`src/rtl/cfg_regs_pkg.sv`:
```
// constants for the indexed configuration register bank
// assumes a 10-bit isa-style i/o address and an 8-bit data bus
package cfg_regs_pkg;

   // ==========================================================
   // host ports and register indices
   localparam logic [9:0] INDEX_PORT_ADDR = 10'h3F0;
   localparam logic [9:0] DATA_PORT_ADDR  = 10'h3F1;
   localparam logic [7:0] IDX_PAR_SERIAL  = 8'h01;
   localparam logic [7:0] IDX_SERIAL      = 8'h02;
   localparam logic [7:0] IDX_FLOPPY      = 8'h03;

   // ==========================================================
   // power-up values and the floppy write mask
   localparam logic [7:0] PAR_SERIAL_RESET = 8'h9F;
   localparam logic [7:0] SERIAL_RESET     = 8'hDC;
   localparam logic [7:0] FLOPPY_RESET     = 8'h78;
   localparam logic [7:0] INDEX_RESET      = 8'h00;
   localparam logic [7:0] FLOPPY_WR_MASK   = 8'hFA;

   // ==========================================================
   // field positions
   localparam int PS_PAR_POWER  = 2;
   localparam int PS_PAR_MODE   = 3;
   localparam int PS_IRQ_POL    = 4;
   localparam int PS_SLOT_LO    = 5;
   localparam int PS_LOCK       = 7;
   localparam int SP_S1_EN      = 2;
   localparam int SP_S1_PWR     = 3;
   localparam int SP_S2_LO      = 4;
   localparam int SP_S2_EN      = 6;
   localparam int SP_S2_PWR     = 7;
   localparam int FL_ENHANCED   = 1;
   localparam int FL_OPT0       = 3;
   localparam int FL_OPT1       = 4;
   localparam int FL_FORMAT     = 5;
   localparam int FL_IDENT      = 6;
   localparam int FL_ADDR_OUT   = 7;

   // ==========================================================
   // port base addresses
   localparam logic [9:0] PAR_BASE_1  = 10'h3BC;
   localparam logic [9:0] PAR_BASE_2  = 10'h378;
   localparam logic [9:0] PAR_BASE_3  = 10'h278;
   localparam logic [9:0] SER_BASE_1  = 10'h3F8;
   localparam logic [9:0] SER_BASE_2  = 10'h2F8;
   localparam logic [9:0] THIRD_0     = 10'h338;
   localparam logic [9:0] THIRD_1     = 10'h3E8;
   localparam logic [9:0] THIRD_2     = 10'h2E8;
   localparam logic [9:0] THIRD_3     = 10'h220;
   localparam logic [9:0] FOURTH_0    = 10'h238;
   localparam logic [9:0] FOURTH_1    = 10'h2E8;
   localparam logic [9:0] FOURTH_2    = 10'h2E0;
   localparam logic [9:0] FOURTH_3    = 10'h228;
   localparam logic [9:0] ZERO_BASE   = 10'h000;

   typedef enum logic [1:0] {
      MODE_LEGACY_B,
      MODE_LEGACY_A,
      MODE_RESERVED,
      MODE_PRIMARY
   } fdc_mode_type;

endpackage

```
`src/rtl/cfg_bits_if.sv`:
```
// carries the three setup register values from the bank to the pin mapper
// assumes both ends run on ref_clk_i
`timescale 1ns/1ps
`default_nettype none
interface cfg_bits_if;
   logic [7:0] par_serial;
   logic [7:0] serial;
   logic [7:0] floppy;
   modport src (output par_serial, output serial, output floppy);
   modport dst (input par_serial, input serial, input floppy);
endinterface
`default_nettype wire

```
`src/rtl/cfg_pin_mapper.sv`:
```
// maps setup bits onto interrupt, data-rate and shared address/drive pins
// assumes irq and rate inputs come from logic on ref_clk_i
`timescale 1ns/1ps
`default_nettype none
module cfg_pin_mapper
   import cfg_regs_pkg::*;
(
   // clock and reset
   input  wire logic       ref_clk_i,
   input  wire logic       rst_i,
   // setup values
   cfg_bits_if.dst         cfg,
   // peripheral events
   input  wire logic [3:0] irq_raw_i,
   input  wire logic [1:0] rate_select_value_i,
   input  wire logic       addr_hit_i,
   input  wire logic       shared_pin_i,
   // pins
   output logic [3:0]      irq_out_o,
   output logic [3:0]      irq_oe_n_o,
   output logic            rate_out_lo_o,
   output logic            rate_out_hi_o,
   output logic            rate_oe_n_o,
   output logic            shared_pin_o,
   output logic            shared_pin_oe_n_o,
   output logic            drive2_present_o
);
   logic [1:0] opt;
   logic       pol;
   logic       sh_meta_q;
   logic       sh_sync_q;

   assign pol = cfg.par_serial[PS_IRQ_POL];
   // enhanced mode makes drive options don't-care
   assign opt = cfg.floppy[FL_ENHANCED] ? 2'h0
                : {cfg.floppy[FL_OPT1], cfg.floppy[FL_OPT0]};

   // ==========================================================
   // interrupt pins
   always_ff @(posedge ref_clk_i) begin
      if (rst_i) begin
         irq_out_o  <= 4'h0;
         irq_oe_n_o <= 4'h0;
      end else if (pol) begin
         irq_out_o  <= irq_raw_i;
         irq_oe_n_o <= 4'h0;
      end else begin
         irq_out_o  <= 4'h0;
         irq_oe_n_o <= ~irq_raw_i;
      end
   end

   // ==========================================================
   // data-rate pins
   always_ff @(posedge ref_clk_i) begin
      if (rst_i) begin
         rate_out_hi_o <= 1'b0;
         rate_out_lo_o <= 1'b0;
         rate_oe_n_o   <= 1'b1;
      end else begin
         case (opt)
            2'h1: begin
               // 500 and 250 swap
               rate_out_hi_o <= ~rate_select_value_i[1] ^ rate_select_value_i[0];
               rate_out_lo_o <= rate_select_value_i[0];
               rate_oe_n_o   <= 1'b0;
            end
            2'h3: begin
               rate_out_hi_o <= 1'b0;
               rate_out_lo_o <= 1'b0;
               rate_oe_n_o   <= 1'b1;
            end
            default: begin
               rate_out_hi_o <= rate_select_value_i[1];
               rate_out_lo_o <= rate_select_value_i[0];
               rate_oe_n_o   <= 1'b0;
            end
         endcase
      end
   end

   // ==========================================================
   // shared address-output / drive-2 pin
   always_ff @(posedge ref_clk_i) begin
      if (rst_i) begin
         sh_meta_q <= 1'b0;
         sh_sync_q <= 1'b0;
      end else begin
         sh_meta_q <= shared_pin_i;
         sh_sync_q <= sh_meta_q;
      end
   end

   always_ff @(posedge ref_clk_i) begin
      if (rst_i) begin
         shared_pin_o      <= 1'b0;
         shared_pin_oe_n_o <= 1'b1;
         drive2_present_o  <= 1'b0;
      end else begin
         shared_pin_o      <= cfg.floppy[FL_ADDR_OUT] & addr_hit_i;
         shared_pin_oe_n_o <= ~cfg.floppy[FL_ADDR_OUT];
         drive2_present_o  <= ~cfg.floppy[FL_ADDR_OUT] & sh_sync_q;
      end
   end

   chk_rate_swap: assert property (@(posedge ref_clk_i) disable iff (rst_i)
      (opt == 2'h1 && rate_select_value_i == 2'h0)
      |=> (rate_out_hi_o && !rate_out_lo_o && !rate_oe_n_o))
      else $error("rate pins wrong for 500 with option 0");
   chk_rate_input: assert property (@(posedge ref_clk_i) disable iff (rst_i)
      (opt == 2'h3) |=> rate_oe_n_o)
      else $error("rate pins driven while set as inputs");
   chk_irq_float: assert property (@(posedge ref_clk_i) disable iff (rst_i)
      (!pol && !irq_raw_i[0]) |=> irq_oe_n_o[0])
      else $error("idle active-low irq not floated");
   chk_irq_high: assert property (@(posedge ref_clk_i) disable iff (rst_i)
      pol |=> (irq_out_o == $past(irq_raw_i) && irq_oe_n_o == 4'h0))
      else $error("active-high irq not following event");
endmodule
`default_nettype wire

```
`src/rtl/cfg_reg_bank.sv`:
```
// indexed configuration bank: index port, data port, three setup registers
// assumes isa pins are asynchronous and config mode comes from on-clock logic
//
// What this block does
// - setup register one at index 01H, config mode only, power-up 9FH
// - bits 1:0 pick parallel base: off, 3BCH, 378H, 278H default
// - bit 2 set powers parallel port, clear puts it in low power
// - bit 3 set gives printer mode, clear enables extended modes
// - bit 4 picks irq polarity: high/driven or low/floating idle
// - bits 6:5 pick third/fourth serial slot address pairs
// - bit 7 set allows config register access, clear blocks it
// - lock bit once cleared cannot be set again except by hard reset
// - serial setup register at index 02H, config mode only, power-up DCH
// - bits 1:0 place primary serial port: 3F8H, 2F8H, third, fourth
// - bit 2 enables primary serial port
// - bit 3 clear powers down primary serial port
// - bits 5:4 place secondary port, same mapping, default 2F8H
// - bit 6 enables secondary serial port
// - bit 7 clear powers down secondary serial port
// - floppy setup register at index 03H, config mode only, power-up 78H
// - floppy bits 0 and 2 read back zero
// - floppy bit 1 selects enhanced mode; drive options then ignored
// - floppy bits 3,4 map rate select to rate pins, both one
// - identity and format bits choose floppy interface mode
// - floppy bit 7 makes shared pin address output, else drive-2 input
// - rate pins: direct, 500/250 swapped, or inputs per drive options
// - index written at 3F0H, selected register accessed at 3F1H
// - setup registers load defaults only at power-up, not on bus reset
`timescale 1ns/1ps
`default_nettype none
module cfg_reg_bank
   import cfg_regs_pkg::*;
(
   // clock and power-up reset
   input  wire logic                        ref_clk_i,
   input  wire logic                        rst_i,
   // isa-style host pins
   input  wire logic [9:0]                  io_addr_i,
   input  wire logic [7:0]                  io_data_i,
   input  wire logic                        io_wr_n_i,
   input  wire logic                        io_rd_n_i,
   input  wire logic                        bus_reset_i,
   output logic [7:0]                       io_data_o,
   output logic                             io_data_oe_n_o,
   // from configuration-mode entry logic
   input  wire logic                        config_mode_i,
   // peripheral side inputs
   input  wire logic [3:0]                  irq_raw_i,
   input  wire logic [1:0]                  rate_select_value_i,
   input  wire logic                        addr_hit_i,
   input  wire logic                        shared_pin_i,
   // parallel port control
   output logic [9:0]                       par_base_o,
   output logic                             par_enable_o,
   output logic                             par_powered_o,
   output logic                             par_printer_mode_o,
   // serial port control
   output logic [9:0]                       ser1_base_o,
   output logic                             ser1_enable_o,
   output logic                             ser1_powered_o,
   output logic [9:0]                       ser2_base_o,
   output logic                             ser2_enable_o,
   output logic                             ser2_powered_o,
   // floppy control
   output logic                             floppy_enhanced_o,
   output cfg_regs_pkg::fdc_mode_type       floppy_if_mode_o,
   // pins
   output logic [3:0]                       irq_out_o,
   output logic [3:0]                       irq_oe_n_o,
   output logic                             rate_out_lo_o,
   output logic                             rate_out_hi_o,
   output logic                             rate_oe_n_o,
   output logic                             shared_pin_o,
   output logic                             shared_pin_oe_n_o,
   output logic                             drive2_present_o
);
   import cfg_regs_pkg::*;

   // ==========================================================
   // address decode helpers
   function automatic logic [9:0] slot_base(input logic [1:0] sel,
                                            input logic [1:0] pair,
                                            input logic       fourth);
      logic [9:0] third_a;
      logic [9:0] fourth_a;
      case (pair)
         2'h0: begin
            third_a  = THIRD_0;
            fourth_a = FOURTH_0;
         end
         2'h1: begin
            third_a  = THIRD_1;
            fourth_a = FOURTH_1;
         end
         2'h2: begin
            third_a  = THIRD_2;
            fourth_a = FOURTH_2;
         end
         default: begin
            third_a  = THIRD_3;
            fourth_a = FOURTH_3;
         end
      endcase
      if (fourth) begin
         return fourth_a;
      end
      case (sel)
         2'h0:    return SER_BASE_1;
         2'h1:    return SER_BASE_2;
         2'h2:    return third_a;
         default: return fourth_a;
      endcase
   endfunction

   function automatic logic [9:0] serial_base(input logic [1:0] sel,
                                              input logic [1:0] pair);
      return (sel == 2'h3) ? slot_base(sel, pair, 1'b1) : slot_base(sel, pair, 1'b0);
   endfunction

   // ==========================================================
   // pin synchronisers
   logic [9:0] addr_m_q, addr_s_q;
   logic [7:0] data_m_q, data_s_q;
   logic [3:0] ctl_m_q, ctl_s_q;
   logic       wr_n_d1_q;
   logic       rd_n_d1_q;

   always_ff @(posedge ref_clk_i) begin
      if (rst_i) begin
         addr_m_q <= 10'h000;
         addr_s_q <= 10'h000;
         data_m_q <= 8'h00;
         data_s_q <= 8'h00;
         ctl_m_q  <= 4'h3;
         ctl_s_q  <= 4'h3;
      end else begin
         addr_m_q <= io_addr_i;
         addr_s_q <= addr_m_q;
         data_m_q <= io_data_i;
         data_s_q <= data_m_q;
         ctl_m_q  <= {2'h0, io_rd_n_i, io_wr_n_i} | {1'b0, bus_reset_i, 2'h0};
         ctl_s_q  <= ctl_m_q;
      end
   end

   always_ff @(posedge ref_clk_i) begin
      if (rst_i) begin
         wr_n_d1_q <= 1'b1;
         rd_n_d1_q <= 1'b1;
      end else begin
         wr_n_d1_q <= ctl_s_q[0];
         rd_n_d1_q <= ctl_s_q[1];
      end
   end

   logic wr_take;
   logic rd_take;
   logic bus_rst;
   logic at_index;
   logic at_data;
   assign bus_rst  = ctl_s_q[2];
   // no register write lands while the bus reset is asserted
   assign wr_take  = wr_n_d1_q & ~ctl_s_q[0] & ~bus_rst;
   assign rd_take  = rd_n_d1_q & ~ctl_s_q[1];
   assign at_index = config_mode_i && (addr_s_q == INDEX_PORT_ADDR);
   assign at_data  = config_mode_i && (addr_s_q == DATA_PORT_ADDR);

   // ==========================================================
   // index register and access gate
   logic [7:0] index_q;
   logic [7:0] par_serial_q;
   logic [7:0] serial_q;
   logic [7:0] floppy_q;
   logic       gate_open;
   logic       wr_ps;
   logic       wr_sp;
   logic       wr_fl;

   always_ff @(posedge ref_clk_i) begin
      if (rst_i || bus_rst) begin
         index_q <= INDEX_RESET;
      end else if (wr_take && at_index) begin
         index_q <= data_s_q;
      end
   end

   assign gate_open = at_data && par_serial_q[PS_LOCK];
   assign wr_ps     = wr_take && gate_open && (index_q == IDX_PAR_SERIAL);
   assign wr_sp     = wr_take && gate_open && (index_q == IDX_SERIAL);
   assign wr_fl     = wr_take && gate_open && (index_q == IDX_FLOPPY);

   // ==========================================================
   // setup registers, cleared only by power-up reset
   always_ff @(posedge ref_clk_i) begin
      if (rst_i) begin
         par_serial_q <= PAR_SERIAL_RESET;
      end else if (wr_ps) begin
         // lock can only fall
         par_serial_q <= {data_s_q[PS_LOCK] & par_serial_q[PS_LOCK], data_s_q[6:0]};
      end
   end

   always_ff @(posedge ref_clk_i) begin
      if (rst_i) begin
         serial_q <= SERIAL_RESET;
      end else if (wr_sp) begin
         serial_q <= data_s_q;
      end
   end

   always_ff @(posedge ref_clk_i) begin
      if (rst_i) begin
         floppy_q <= FLOPPY_RESET;
      end else if (wr_fl) begin
         floppy_q <= data_s_q & FLOPPY_WR_MASK;
      end
   end

   // ==========================================================
   // read path
   logic [7:0] rd_value;
   logic       rd_hit;
   always_comb begin
      rd_hit   = gate_open;
      rd_value = 8'h00;
      case (index_q)
         IDX_PAR_SERIAL: rd_value = par_serial_q;
         IDX_SERIAL:     rd_value = serial_q;
         IDX_FLOPPY:     rd_value = floppy_q;
         default:        rd_hit   = 1'b0;
      endcase
   end

   always_ff @(posedge ref_clk_i) begin
      if (rst_i || ctl_s_q[1]) begin
         io_data_o      <= 8'h00;
         io_data_oe_n_o <= 1'b1;
      end else if (rd_take && rd_hit) begin
         io_data_o      <= rd_value;
         io_data_oe_n_o <= 1'b0;
      end
   end

   // ==========================================================
   // decoded controls
   always_ff @(posedge ref_clk_i) begin
      if (rst_i) begin
         par_base_o         <= ZERO_BASE;
         par_enable_o       <= 1'b0;
         par_powered_o      <= 1'b0;
         par_printer_mode_o <= 1'b0;
      end else begin
         case (par_serial_q[1:0])
            2'h1:    par_base_o <= PAR_BASE_1;
            2'h2:    par_base_o <= PAR_BASE_2;
            2'h3:    par_base_o <= PAR_BASE_3;
            default: par_base_o <= ZERO_BASE;
         endcase
         par_enable_o       <= par_serial_q[1:0] != 2'h0;
         par_powered_o      <= par_serial_q[PS_PAR_POWER];
         par_printer_mode_o <= par_serial_q[PS_PAR_MODE];
      end
   end

   always_ff @(posedge ref_clk_i) begin
      if (rst_i) begin
         ser1_base_o    <= ZERO_BASE;
         ser1_enable_o  <= 1'b0;
         ser1_powered_o <= 1'b0;
         ser2_base_o    <= ZERO_BASE;
         ser2_enable_o  <= 1'b0;
         ser2_powered_o <= 1'b0;
      end else begin
         ser1_base_o    <= serial_base(serial_q[1:0], par_serial_q[6:5]);
         ser1_enable_o  <= serial_q[SP_S1_EN];
         ser1_powered_o <= serial_q[SP_S1_PWR];
         ser2_base_o    <= serial_base(serial_q[5:4], par_serial_q[6:5]);
         ser2_enable_o  <= serial_q[SP_S2_EN];
         ser2_powered_o <= serial_q[SP_S2_PWR];
      end
   end

   always_ff @(posedge ref_clk_i) begin
      if (rst_i) begin
         floppy_enhanced_o <= 1'b0;
         floppy_if_mode_o  <= MODE_PRIMARY;
      end else begin
         floppy_enhanced_o <= floppy_q[FL_ENHANCED];
         floppy_if_mode_o  <= fdc_mode_type'({floppy_q[FL_IDENT], floppy_q[FL_FORMAT]});
      end
   end

   // ==========================================================
   // pin mapping
   cfg_bits_if bits ();
   assign bits.par_serial = par_serial_q;
   assign bits.serial     = serial_q;
   assign bits.floppy     = floppy_q;

   cfg_pin_mapper u_pins (
      .ref_clk_i           (ref_clk_i),
      .rst_i               (rst_i),
      .cfg                 (bits),
      .irq_raw_i           (irq_raw_i),
      .rate_select_value_i (rate_select_value_i),
      .addr_hit_i          (addr_hit_i),
      .shared_pin_i        (shared_pin_i),
      .irq_out_o           (irq_out_o),
      .irq_oe_n_o          (irq_oe_n_o),
      .rate_out_lo_o       (rate_out_lo_o),
      .rate_out_hi_o       (rate_out_hi_o),
      .rate_oe_n_o         (rate_oe_n_o),
      .shared_pin_o        (shared_pin_o),
      .shared_pin_oe_n_o   (shared_pin_oe_n_o),
      .drive2_present_o    (drive2_present_o)
   );

   // ==========================================================
   // checks
   chk_lock_sticky: assert property (@(posedge ref_clk_i) disable iff (rst_i)
      !par_serial_q[PS_LOCK] |=> !par_serial_q[PS_LOCK])
      else $error("lock bit set again by software");
   chk_locked_frozen: assert property (@(posedge ref_clk_i) disable iff (rst_i)
      !par_serial_q[PS_LOCK] |=> ($stable(serial_q) && $stable(floppy_q)))
      else $error("register changed while access locked");
   chk_bus_reset_keep: assert property (@(posedge ref_clk_i) disable iff (rst_i)
      bus_rst |=> ($stable(par_serial_q) && $stable(serial_q) && $stable(floppy_q)))
      else $error("bus reset disturbed setup registers");
   chk_floppy_rsvd: assert property (@(posedge ref_clk_i) disable iff (rst_i)
      floppy_q[0] == 1'b0 && floppy_q[2] == 1'b0)
      else $error("reserved floppy bits not zero");
   chk_mode_gate: assert property (@(posedge ref_clk_i) disable iff (rst_i)
      !config_mode_i |=> ($stable(serial_q) && ($stable(index_q) || $past(bus_rst))))
      else $error("access outside configuration mode");
   chk_read_data: assert property (@(posedge ref_clk_i) disable iff (rst_i)
      (rd_take && rd_hit && !ctl_s_q[1]) |=> (!io_data_oe_n_o && io_data_o == $past(rd_value)))
      else $error("read returned wrong value");
   chk_par_base: assert property (@(posedge ref_clk_i) disable iff (rst_i)
      (par_serial_q[1:0] == 2'h3) ##1 $stable(par_serial_q) |-> par_base_o == PAR_BASE_3)
      else $error("parallel base decode wrong");
   chk_ser_third: assert property (@(posedge ref_clk_i) disable iff (rst_i)
      (serial_q[1:0] == 2'h2 && par_serial_q[6:5] == 2'h1) |=> ser1_base_o == THIRD_1)
      else $error("primary serial third-slot decode wrong");
   chk_ser2_fourth: assert property (@(posedge ref_clk_i) disable iff (rst_i)
      (serial_q[5:4] == 2'h3 && par_serial_q[6:5] == 2'h3) |=> ser2_base_o == FOURTH_3)
      else $error("secondary serial fourth-slot decode wrong");

   cov_lock_clear: cover property (@(posedge ref_clk_i) disable iff (rst_i)
      wr_ps && !data_s_q[PS_LOCK]);
   cov_floppy_write: cover property (@(posedge ref_clk_i) disable iff (rst_i) wr_fl);
   cov_read_serial: cover property (@(posedge ref_clk_i) disable iff (rst_i)
      rd_take && rd_hit && index_q == IDX_SERIAL);
endmodule
`default_nettype wire

```
`config.mk`:
```
export PLATFORM = sky130hd
export DESIGN_NAME = cfg_reg_bank
export DESIGN_NICKNAME = d
export VERILOG_FILES = /design/src/rtl/cfg_regs_pkg.sv /design/src/rtl/cfg_bits_if.sv /design/src/rtl/cfg_pin_mapper.sv /design/src/rtl/cfg_reg_bank.sv
export SDC_FILE = /design/constraint.sdc
export NUM_CORES = 1
export LEC_CHECK = 0
export BUFFER_PORTS_ARGS = -buffer_cell sky130_fd_sc_hd__buf_2
export CAP_MARGIN = 25
export CORE_MARGIN = 1.5
export CORE_UTILIZATION = 39
export CTS_CLUSTER_DIAMETER = 120
export DETAILED_ROUTE_END_ITERATION = 10
export PLACE_DENSITY = 0.58
export SYNTH_ARGS = -nofsm -noshare
export SYNTH_HDL_FRONTEND = slang
export SYNTH_SLANG_ARGS = --single-unit
```
`constraint.sdc`:
```
create_clock -name ref_clk_i -period 2.7 [get_ports ref_clk_i]
set_input_delay 0.54 -clock ref_clk_i [delete_from_list [all_inputs] [get_ports ref_clk_i]]
set_output_delay 0.54 -clock ref_clk_i [all_outputs]
set_load 0.01 [all_outputs]
```
* Yosys cells after proc, flatten, opt, wreduce, memory -nomap -nowiden *
Cells that the tools add are included.

cells by class
  equal/unequal tests = 18
  reductions and logical operators = 19
  bitwise gates (word level) = 15
  mux-type cells = 15

operator list
  kind                                            number
  case mux 10 bit (3 select lines)                3
  case mux 8 bit (3 select lines)                 2
  two-way mux 10 bit                              4
  case mux 9 bit (3 select lines)                 1
  == test 10 bit (second input constant)          2
  == test 2 bit (second input constant)           8
  == test 8 x 2 -> 1 bit (second input constant)  2
  == test 2 x 1 -> 1 bit (second input constant)  5
  logical AND 1 bit                               9
  == test 8 x 1 -> 1 bit (second input constant)  1
  AND 1 bit                                       6
  zero test 2 bit                                 3
  inverter 1 bit                                  6
  OR reduction 2 bit                              3
  inverter 4 bit                                  1
  two-way mux 1 bit                               3
  OR 2 x 3 -> 3 bit                               1
  OR reduction 3 bit                              1
  logical OR 1 bit                                2
  two-way mux 2 bit                               1
  case mux 1 bit (2 select lines)                 1
  nonzero test 2 bit                              1
  XOR 1 bit                                       1

storage, ports and cells
  input port bits = 32
  bits in registers = 139
  logic and storage cells = 103
  output and inout bits = 63

* Depth between registers and ports, before layout *
Gate-level depths: netlist of the first run.

  word-level depth = 5
  depth in mapped cells = 6

* Modules after synthesis *
Synthesis of the first run repeated with hierarchy kept, for this count alone.

second synthesis, totals
  cell total of the unflattened synthesis = 404
  area, all modules = 4,325.4 µm²

by module, submodules not included
  module          cells each  times used  seq. area each (µm²)  area each (µm²)
  cfg_reg_bank    363         1           2,122.0               3,857.4
  cfg_pin_mapper  41          1           320.3                 467.9

* Least setup slack after synthesis of the first run *
No wires, ideal clock.

  kind = register -> register
  from = register index_q[2]
  to = register serial_q[1], in the netlist bits.serial[1]
  path buffers = 1
  setup slack = 639 ps
  stages on the path, launching flop included = 6
  period minus slack after synthesis = 2,061 ps
  data arrival time = 1,946 ps
  path through = dfxtp_1 > or4_4 > or4_4 > or2_1 > buf_6 > a31o_1

on the way
  cells in the longest elaborated chain, start to end = 2

ends and longest elaborated chain
  element                 RTL line             text
  from (decl)             cfg_reg_bank.sv:170  logic [7:0] index_q;
  from (signal assigned)  cfg_reg_bank.sv:183  index_q <= data_s_q;
  == test 8 x 2 -> 1 bit  cfg_reg_bank.sv:189  assign wr_sp = wr_take && gate_open && (index_q == IDX_SERIAL);
  logical AND 1 bit       cfg_reg_bank.sv:189
  to (signal assigned)    cfg_reg_bank.sv:207  serial_q <= data_s_q;
  to (decl)               cfg_reg_bank.sv:172  logic [7:0] serial_q;

No other way between the ends.
A chain may end at the register's enable or synchronous reset.

* Worst setup path in the final report of the first run *
  from = register index_q[2]
  to = register floppy_q[4], in the netlist bits.floppy[4]

on the way
  cells in the longest elaborated chain, start to end = 2

ends and longest elaborated chain
  element                 RTL line             text
  == test 8 x 2 -> 1 bit  cfg_reg_bank.sv:190  assign wr_fl = wr_take && gate_open && (index_q == IDX_FLOPPY);
  logical AND 1 bit       cfg_reg_bank.sv:190
  to (signal assigned)    cfg_reg_bank.sv:215  floppy_q <= data_s_q & FLOPPY_WR_MASK;
  to (decl)               cfg_reg_bank.sv:173  logic [7:0] floppy_q;

No other way between the ends.

==> impl_metrics.py, run 1 <==
metrics = {
    "power": {
        "seqPwrFrac": 0.442,
        "total_power_mw": 4.228,
        "p_int_mw": 3.319,
        "power_frac_comb": 0.033,
        "ir_worst_vdd_mv": 0.3592,
        "power_frac_clock": 0.526,
        "power.leakage_nw": 2.317,
        "powerDensity_nw_per_um2": 781.1,
        "p_switching_mw": 0.9083,
        "netSwitchingFraction": 0.2148,
    },
    "synthesis": {
        "synth_seq_cells": 122,
        "synth_area_leader_cell": "dfxtp_1",
        "synth-edff-count": 0,
        "synth_top_area_share": 0.5606,
        "async_flop_share": 0,
        "synth_cell_types": 47,
        "synth_area_leaders": "dfxtp_1 (56%), nor2b_1 (7.5%), mux2i_1 (6.9%)",
        "synth-seq-area-share": 0.5606,
        "syn_area_per_cell_um2": 10.78,
        "synth_warnings": 0,
        "syn_inst": 404,
        "ys.flop_type": "dfxtp_1",
        "syn-cell-area_um2": 4357,
    },
    "final_layout": {
        "layout-drive-gt1-share": 0.3020,
        "nNetsFinal": 529,
        "fin_util": 0.4971,
        "n_antenna_cell": 0,
        "syn_to_final_growth_pct": 24.24,
        "final_cells": 640,
        "fin_area_um2": 5413,
    },
    "floorplanning": {
        "dieArea_um2": 11810,
        "die_h_um": 108.7,
        "row_count": 38,
        "die_w_um": 108.7,
        "start_util": 0.4001,
        "pin_count": 95,
        "core_area_um2": 10890,
    },
    "setup_path": {
        "path_buf_inv": 0,
        "worstSetupPathDepth": 4,
        "endpoint_kind": "flop",
        "cpPeakStageDelay_ps": 650,
        "required_ps": 3130,
        "crit_path_max_fanout": 12,
        "crit_arrival_ps": 2660,
        "crit_path_frequent_cell": "or4_4",
        "cp_cell_sequence": "or4_4, or4_4, nor3_4, mux2i_1",
        "path_delay_family": "simple AND/OR/NAND/NOR gates",
        "r2r_cells": 4,
        "cp_slowest_cell": "or4_4",
        "cp-start-kind": "flop",
        "crit_type": "flop to flop",
    },
    "clock_tree": {
        "cts_resized": 0,
        "cts_buffer_depth": 2,
        "ctsHoldBuffers": 0,
        "cts_sinks": 122,
        "ctsHtreeMaxLevel": 4,
        "clk_pin_slew_ps": 60,
        "clk_latency_ps": 510,
        "cts-buffers-inserted": 17,
        "cts_tree": "yes",
        "cts_root_buffer": "clkbuf_8",
        "cts_post_setup_buffers_inserted": 0,
    },
    "route": {
        "drt_iter0_drc": 105,
        "met2WireLength_um": 4038,
        "dr.pass1.iters": 6,
        "antenna_left": 0,
        "drc": 0,
        "routed_wl_um": 8165,
        "top_layer": "met4",
        "vias": 2926,
        "post_drt_wl_per_cell_um": 12.76,
        "wl_met1_um": 3544,
        "avgViaCountPerCell": 4.572,
        "met3_wirelength_um": 478,
    },
    "global_routing": {
        "grt_pass1_wl_um": 13040,
        "grt.overflow.total": 0,
        "grt_max_degree": 41,
        "antenna_found_initial": 0,
        "grt.total_usage": 0.1481,
        "grt_pass1_vias": 2731,
    },
    "place": {
        "dpl.cell_count": 608,
        "place.gp.congestion": 0.8115,
        "portBuffers": 86,
        "placed_cell_area_um2": 4822,
        "dp_hpwl_um": 5807,
    },
    "worst_hold_path": {
        "whs_path_depth": 2,
        "min_path_type": "input port to flop",
    },
    "sta": {
        "hold_viol_final": 0,
        "setup_viol": 0,
        "rsz0062_at_grt": "false",
        "fmax_ghz": 0.4496,
        "finClkSkew_ps": 6.304,
        "period_needed_ps": 2224,
        "finalCritPeriodShare": 0.8237,
        "fin_tns_setup_ps": 0,
        "tightest_slew_ps": 655.6,
        "slew_violations": 0,
        "max-slew-margin-rel": 0.5596,
    },
    "run": {
        "cap_violations": 0,
    },
    "outcome": {
        "outcome": "finished clean",
    },
}
-- layout by cell type, fill, tap and decap left out, drive strengths merged, types with 2 or more instances in the layout --
| master | instances |
|---|---|
| a21oi | 10 |
| a22oi | 8 |
| a31o | 4 |
| and2 | 4 |
| and3 | 2 |
| buf | 92 |
| bufinv | 3 |
| clkbuf | 18 |
| clkinv | 4 |
| clkinvlp | 5 |
| conb | 8 |
| dfxtp | 122 |
| ha | 10 |
| inv | 15 |
| mux2 | 8 |
| mux2i | 30 |
| nand2 | 15 |
| nand3 | 4 |
| nand4 | 2 |
| nor2 | 34 |
| nor2b | 52 |
| nor3 | 9 |
| nor3b | 2 |
| nor4 | 2 |
| nor4b | 3 |
| o21ai | 4 |
| or2 | 16 |
| or4 | 3 |
-- flip-flops by register name, indices dropped and copies added (netlist names), 8 cells and up --
signal           count
bits.par_serial      8
data_m_q             8
addr_s_q            10
addr_m_q            10
bits.serial          8
io_data_o            8
index_q              8
data_s_q             8
-- routing by layer --
metal | vias to the layer above | global-route usage
met5 | - | 0
met3 | 10 | 0.04961
met1 | 1347 | 0.1670
li1 | 1480 | -
met4 | 0 | 0.06485
met2 | 89 | 0.2543
-- cell type report --
type	count	area (µm²)
Multi-Input combinational cell	241	1680
Timing Repair Buffer	92	475.5
Tap cell	140	175.2
Inverter	13	48.80
Fill cell	1033	5475
Clock inverter	14	172.7
Sequential cell	122	2442
Clock buffer	18	417.9
-- per-stage QoR --
| stage | worst slack (ps) | hold WS (ps) |
|---|---|---|
| CTS | 455.7 | 172.4 |
| global route | 393.1 | 175.6 |
| global placement | 535.5 | 397.7 |
| floorplan | 638.6 | 389.5 |
| finish | 476.0 | 189.3 |
| detailed placement | 484.0 | 400.9 |
-- power groups by stage --
stage	clock (mW)	sequential, mW	combinational [mW]
after detailed placement	0	1.91	0.141
after CTS	2.27	1.87	0.141
after global placement	0	1.91	0.140
final	2.22	1.87	0.137
after global routing	2.35	1.87	0.156
after floorplan	0	1.91	0.0892
-- synth_stat cells, types with 7 or more instances --
master and n:
ha_1 10, mux2_2 8, a21oi_1 10, clkbuf_1 13, buf_4 17, a22oi_1 8, nor2b_1 52, or2_2 7
mux2i_1 30, inv_1 13, dfxtp_1 122, or2_1 9, nand2_1 15, nor3_1 8, nor2_1 32
-- cells by family after synthesis --
logic type,Yosys count,synth area share
and+or+nand+nor,152,0.2079
DFF,122,0.5606
buffers and inverters,48,0.05974
muxes,38,0.08960
AOI/OAI and AO/OA,32,0.05055
adders and majority gates,10,0.02872
other,1,0.0008607
xor gates and xnor gates,1,0.002011
-- worst paths after layout --
kind	startpoint	endpoint	slack [ps]
max	index_q[2]	bits.floppy[4]	480
min	irq_raw_i[3]	u_pins.irq_oe_n_o[3]	190
max reg2reg	index_q[2]	bits.floppy[4]	480
min reg2reg	ctl_m_q[0]	ctl_s_q[0]	410
No activity file was read; power rests on OpenSTA's default activity.
==> inputs of run 2 (changes only) <==
clock period = 2.2 ns   (was 2.7 ns; I/O delays follow)
==> impl_metrics.py, run 2 (synthesis results as in run 1) <==
metrics = {
    "outcome": {
        "outcome": "finished clean",
    },
    "final_layout": {
        "final_common_cell": "dfxtp_1",
        "n_antenna_cell": 0,
        "layout-drive-gt1-share": 0.3082,
        "fin_area_um2": 5507,
        "top_regs": "addr_m_q (10), addr_s_q (10)",
        "syn_to_final_growth_pct": 26.39,
        "final_cell_mix": "dfxtp_1 (122), buf_2 (86), nor2b_1 (52), nor2_1 (32), mux2i_1 (30)",
        "fillers": 1027,
        "nNetsFinal": 532,
    },
    "setup_path": {
        "endpoint_kind": "flop",
        "crit_path_frequent_cell": "or4_4",
        "crit_path_max_fanout": 7,
        "crit_type": "flop to flop",
        "cp-start-kind": "flop",
        "r2r_setup_slack_ps": 110,
        "cp_slowest_cell": "or4_4",
        "cpPeakStageDelay_ps": 600,
        "crit_arrival_ps": 2530,
        "cp_cell_sequence": "or4_4, or4_4, nor3_4, mux2i_1",
        "required_ps": 2640,
    },
    "sta": {
        "finClkSkew_ps": 8.647,
        "finalCritPeriodShare": 0.9518,
        "fin_tns_setup_ps": 0,
        "max-slew-margin-rel": 0.5788,
        "period_needed_ps": 2094,
        "hold_viol_final": 0,
        "slew_violations": 0,
        "tightest_slew_ps": 629.4,
        "whs_ps": 88.35,
        "fmax_ghz": 0.4775,
        "rsz0062_at_grt": "true",
        "setup_viol": 0,
    },
    "route": {
        "drc": 0,
        "avgViaCountPerCell": 4.541,
        "antenna_left": 0,
        "routed_wl_um": 8298,
        "vias": 2920,
        "drt_iter0_drc": 77,
        "dr.pass1.iters": 4,
        "post_drt_wl_per_cell_um": 12.91,
    },
    "clock_tree": {
        "cts_root_buffer": "clkbuf_8",
        "cts_tree": "yes",
        "cts-buffers-inserted": 17,
        "ctsHoldBuffers": 0,
        "clk_pin_slew_ps": 60,
        "cts_sinks": 122,
        "clk_latency_ps": 510,
        "cts_buffer_depth": 2,
        "ctsHtreeMaxLevel": 4,
    },
    "power": {
        "powerDensity_nw_per_um2": 988.5,
        "power.leakage_nw": 2.370,
        "ir_worst_vdd_mv": 0.4810,
    },
    "place": {
        "portBuffers": 86,
        "placed_cell_area_um2": 4845,
        "dp_hpwl_um": 5948,
        "place.gp.congestion": 0.8145,
    },
    "global_routing": {
        "antenna_found_initial": 0,
        "grt.overflow.total": 0,
        "grt_pass1_wl_um": 13480,
        "grt.total_usage": 0.1535,
        "grt_pass1_vias": 2825,
        "grt_max_degree": 61,
    },
    "floorplanning": {
        "pin_count": 95,
        "row_count": 38,
        "dieArea_um2": 11810,
        "core_area_um2": 10890,
        "die_h_um": 108.7,
        "start_util": 0.4001,
        "die_w_um": 108.7,
    },
    "worst_hold_path": {
        "min_path_type": "input port to flop",
    },
    "run": {
        "cap_violations": 0,
    },
}
run 2: final timing paths:
check	from	depth (start not counted)	end
hold reg to reg	ctl_m_q[1]	1	ctl_s_q[1]
hold / removal	irq_raw_i[3]	2	u_pins.irq_oe_n_o[3]
setup reg to reg	index_q[2]	4	bits.floppy[3]
setup / recovery	index_q[2]	4	bits.floppy[3]
run 2: area by class of cell:
class                           count  area [µm²]  share of cell area
Clock buffer                       19       431.7             0.07839
Clock inverter                     13       217.7             0.03954
Tap cell                          140       175.2             0.03181
Timing Repair Buffer               95       498.0             0.09043
Multi-Input combinational cell    241        1693              0.3074
Sequential cell                   122        2442              0.4435
Inverter                           13       48.80            0.008862
run 2: metal layers:
metal	wire length, µm	vias up	track usage
li1	-	1488	-
met1	3656	1356	0.1724
met2	4120	67	0.2601
met3	400	9	0.05559
met4	120	0	0.06955
met5	0	-	0
run 2: worst max-delay path: cells and delay by family (launching register included):
family | cells | cell delay, ps
DFF | 1 | 310
and+or+nand+nor | 3 | 1490
muxes | 1 | 220
run 2: per-stage QoR:
stage / power, mW / std cells / setup WS (ps) / utilization
floorplan: 2.455 / 411 / 138.6 / -
global placement: 2.511 / 611 / 77.91 / 0.4450
detailed placement: 2.514 / 611 / 61.20 / 0.4450
CTS: 5.500 / 643 / 51.26 / 0.5046
global route: 5.642 / 643 / -2.143 / 0.5057
finish: 5.443 / 643 / 105.9 / 0.5057
run 2: repair_timing:
item	4_1_cts	5_1_grt
buffers inserted	0	0
gates resized for setup	0	3
endpoints found under the setup margin	0	12
run 2: report_power, final:
part	total [mW]	switching, mW	internal, mW
registers	2.29	0.0222	2.27
clock network	2.98	0.987	1.99
logic	0.169	0.0928	0.0762
==> inputs of run 3 (changes only) <==
CORE_UTILIZATION = 56   (was 39)
CTS_BUF_LIST = sky130_fd_sc_hd__clkbuf_4   (was not set)
PLACE_DENSITY = 0.79   (was 0.58)
==> impl_metrics.py, run 3 (synthesis results as in run 1) <==
metrics = {
    "clock_tree": {
        "cts_sinks": 122,
        "ctsHoldBuffers": 0,
        "ctsHtreeMaxLevel": 4,
        "clk_latency_ps": 490,
        "cts_buffer_depth": 2,
        "cts_root_buffer": "clkbuf_4",
        "cts-buffers-inserted": 17,
        "clk_pin_slew_ps": 100,
        "cts_tree": "yes",
    },
    "place": {
        "place.gp.congestion": 0.8911,
        "dp_hpwl_um": 5551,
        "portBuffers": 86,
    },
    "power": {
        "powerDensity_nw_per_um2": 785.7,
        "power.leakage_nw": 2.230,
        "ir_worst_vdd_mv": 0.4540,
        "total_power_mw": 4.022,
    },
    "final_layout": {
        "syn_to_final_growth_pct": 17.49,
        "n_antenna_cell": 0,
        "nNetsFinal": 536,
        "final_cell_mix": "dfxtp_1 (122), buf_2 (86), nor2b_1 (52), nor2_1 (32), mux2i_1 (30)",
        "top_regs": "addr_m_q (10), addr_s_q (10)",
        "final_common_cell": "dfxtp_1",
        "layout-drive-gt1-share": 0.3103,
        "fillers": 590,
    },
    "setup_path": {
        "r2r_setup_slack_ps": 60,
        "worstReg2RegEnd": "bits.par_serial[7]",
        "crit_arrival_ps": 2510,
        "crit_type": "flop to flop",
        "r2r_cells": 5,
        "r2r-start": "index_q[2]",
        "required_ps": 2570,
        "endpoint_kind": "flop",
        "crit_path_max_fanout": 8,
        "cp-start-kind": "flop",
    },
    "global_routing": {
        "antenna_found_initial": 0,
        "grt_pass1_vias": 2895,
        "grt.total_usage": 0.1949,
        "grt_max_degree": 42,
        "grt_pass1_wl_um": 12690,
        "grt.overflow.total": 0,
    },
    "sta": {
        "finClkSkew_ps": 16.24,
        "tightest_slew_ps": 642.2,
        "setup_viol": 0,
        "finalCritPeriodShare": 0.9726,
        "fmax_ghz": 0.4674,
        "hold_viol_final": 0,
        "max-slew-margin-rel": 0.5703,
        "slew_violations": 0,
        "rsz0062_at_grt": "false",
        "period_needed_ps": 2140,
        "fin_tns_setup_ps": 0,
    },
    "worst_hold_path": {
        "min_path_type": "input port to flop",
        "whs_path_depth": 2,
        "holdCritStartpoint": "irq_raw_i[3]",
        "holdPathEnd": "u_pins.irq_oe_n_o[3]",
    },
    "route": {
        "dr.pass1.iters": 4,
        "drc": 0,
        "routed_wl_um": 7727,
        "vias": 2963,
        "post_drt_wl_per_cell_um": 12.77,
        "avgViaCountPerCell": 4.898,
        "drt_iter0_drc": 130,
        "antenna_left": 0,
    },
    "floorplanning": {
        "core_area_um2": 7408,
        "dieArea_um2": 8318,
        "row_count": 31,
        "pin_count": 95,
        "die_h_um": 91.21,
        "start_util": 0.5881,
        "die_w_um": 91.21,
    },
    "run": {
        "cap_violations": 0,
    },
    "outcome": {
        "outcome": "finished clean",
    },
}
-- run 3: cell count changes in the layout (fill, tap and decap cells not counted) --
cell / change
buf_4: +4
clkbuf_8: -2
clkinv_2: +3
clkinvlp_4: +1
clkinv_4: -4
nor2_4: -1
bufinv_16: -2
clkbuf_4: +18
clkbuf_16: -16
clkinv_1: +2
clkbuf_1: -1
nor2_2: +1
-- run 3: layer usage --
| layer | vias to the layer above | GRT usage | wire [µm] | share of wire |
|---|---|---|---|---|
| met5 | - | 0 | 0 | 0 |
| met4 | 0 | 0.07682 | 144 | 0.019 |
| met3 | 17 | 0.06449 | 343 | 0.044 |
| met2 | 90 | 0.3545 | 4045 | 0.52 |
| met1 | 1361 | 0.2056 | 3194 | 0.41 |
| li1 | 1495 | - | - | - |
-- run 3: through the flow --
stage / std cells / instance area [µm²] / util / setup slack [ps] / hold slack, ps
finish: 605 / 5119 / 0.6909 / 60.35 / 109.4
global route: 605 / 5119 / 0.6909 / 2.407 / 65.89
CTS: 603 / 5096 / 0.6879 / 39.73 / 69.66
detailed placement: 572 / 4808 / 0.6490 / 48.95 / 400.3
global placement: 572 / 4808 / 0.6490 / 88.36 / 401.7
floorplan: 411 / 4383 / - / 138.6 / 389.5
-- run 3: where the power goes --
part | leakage (nW) | switching (mW) | internal [mW]
Sequential | 1.00 | 0.0214 | 2.27
Combinational | 1.08 | 0.0936 | 0.0773
Clock | 0.149 | 0.778 | 0.786
-- run 3: how the worst max path moves through the flow --
stage / from / to / slack [ps]
6_report: index_q[2] / bits.par_serial[7] / 60
5_1_grt: index_q[2] / bits.floppy[1] / 2
4_1_cts: index_q[2] / bits.serial[5] / 40
3_5_place_dp: index_q[2] / bits.serial[5] / 50
3_3_place_gp: index_q[2] / bits.serial[5] / 90
2_1_floorplan: index_q[2] / bits.serial[1] / 140
-- run 3: area by class of cell --
type	instances	area, µm²	area share
Clock buffer	18	135.1	0.02640
Clock inverter	13	152.6	0.02982
Inverter	13	48.80	0.009533
Multi-Input combinational cell	241	1688	0.3297
Sequential cell	122	2442	0.4771
Tap cell	99	123.9	0.02420
Timing Repair Buffer	99	528.0	0.1032
-- run 3: worst max-delay path, stage by stage, from the launching register on --
cell and delay, ps:
dfxtp_1 320, or4_4 540, or4_4 610, buf_4 180, o41ai_2 300, nand2_1 80
-- run 3: repair_timing --
action / in CTS / in global routing
hold endpoints to repair: 0 / 0
gates resized for setup: 0 / 2
buffers inserted: 0 / 2
endpoints found under the setup margin: 0 / 8
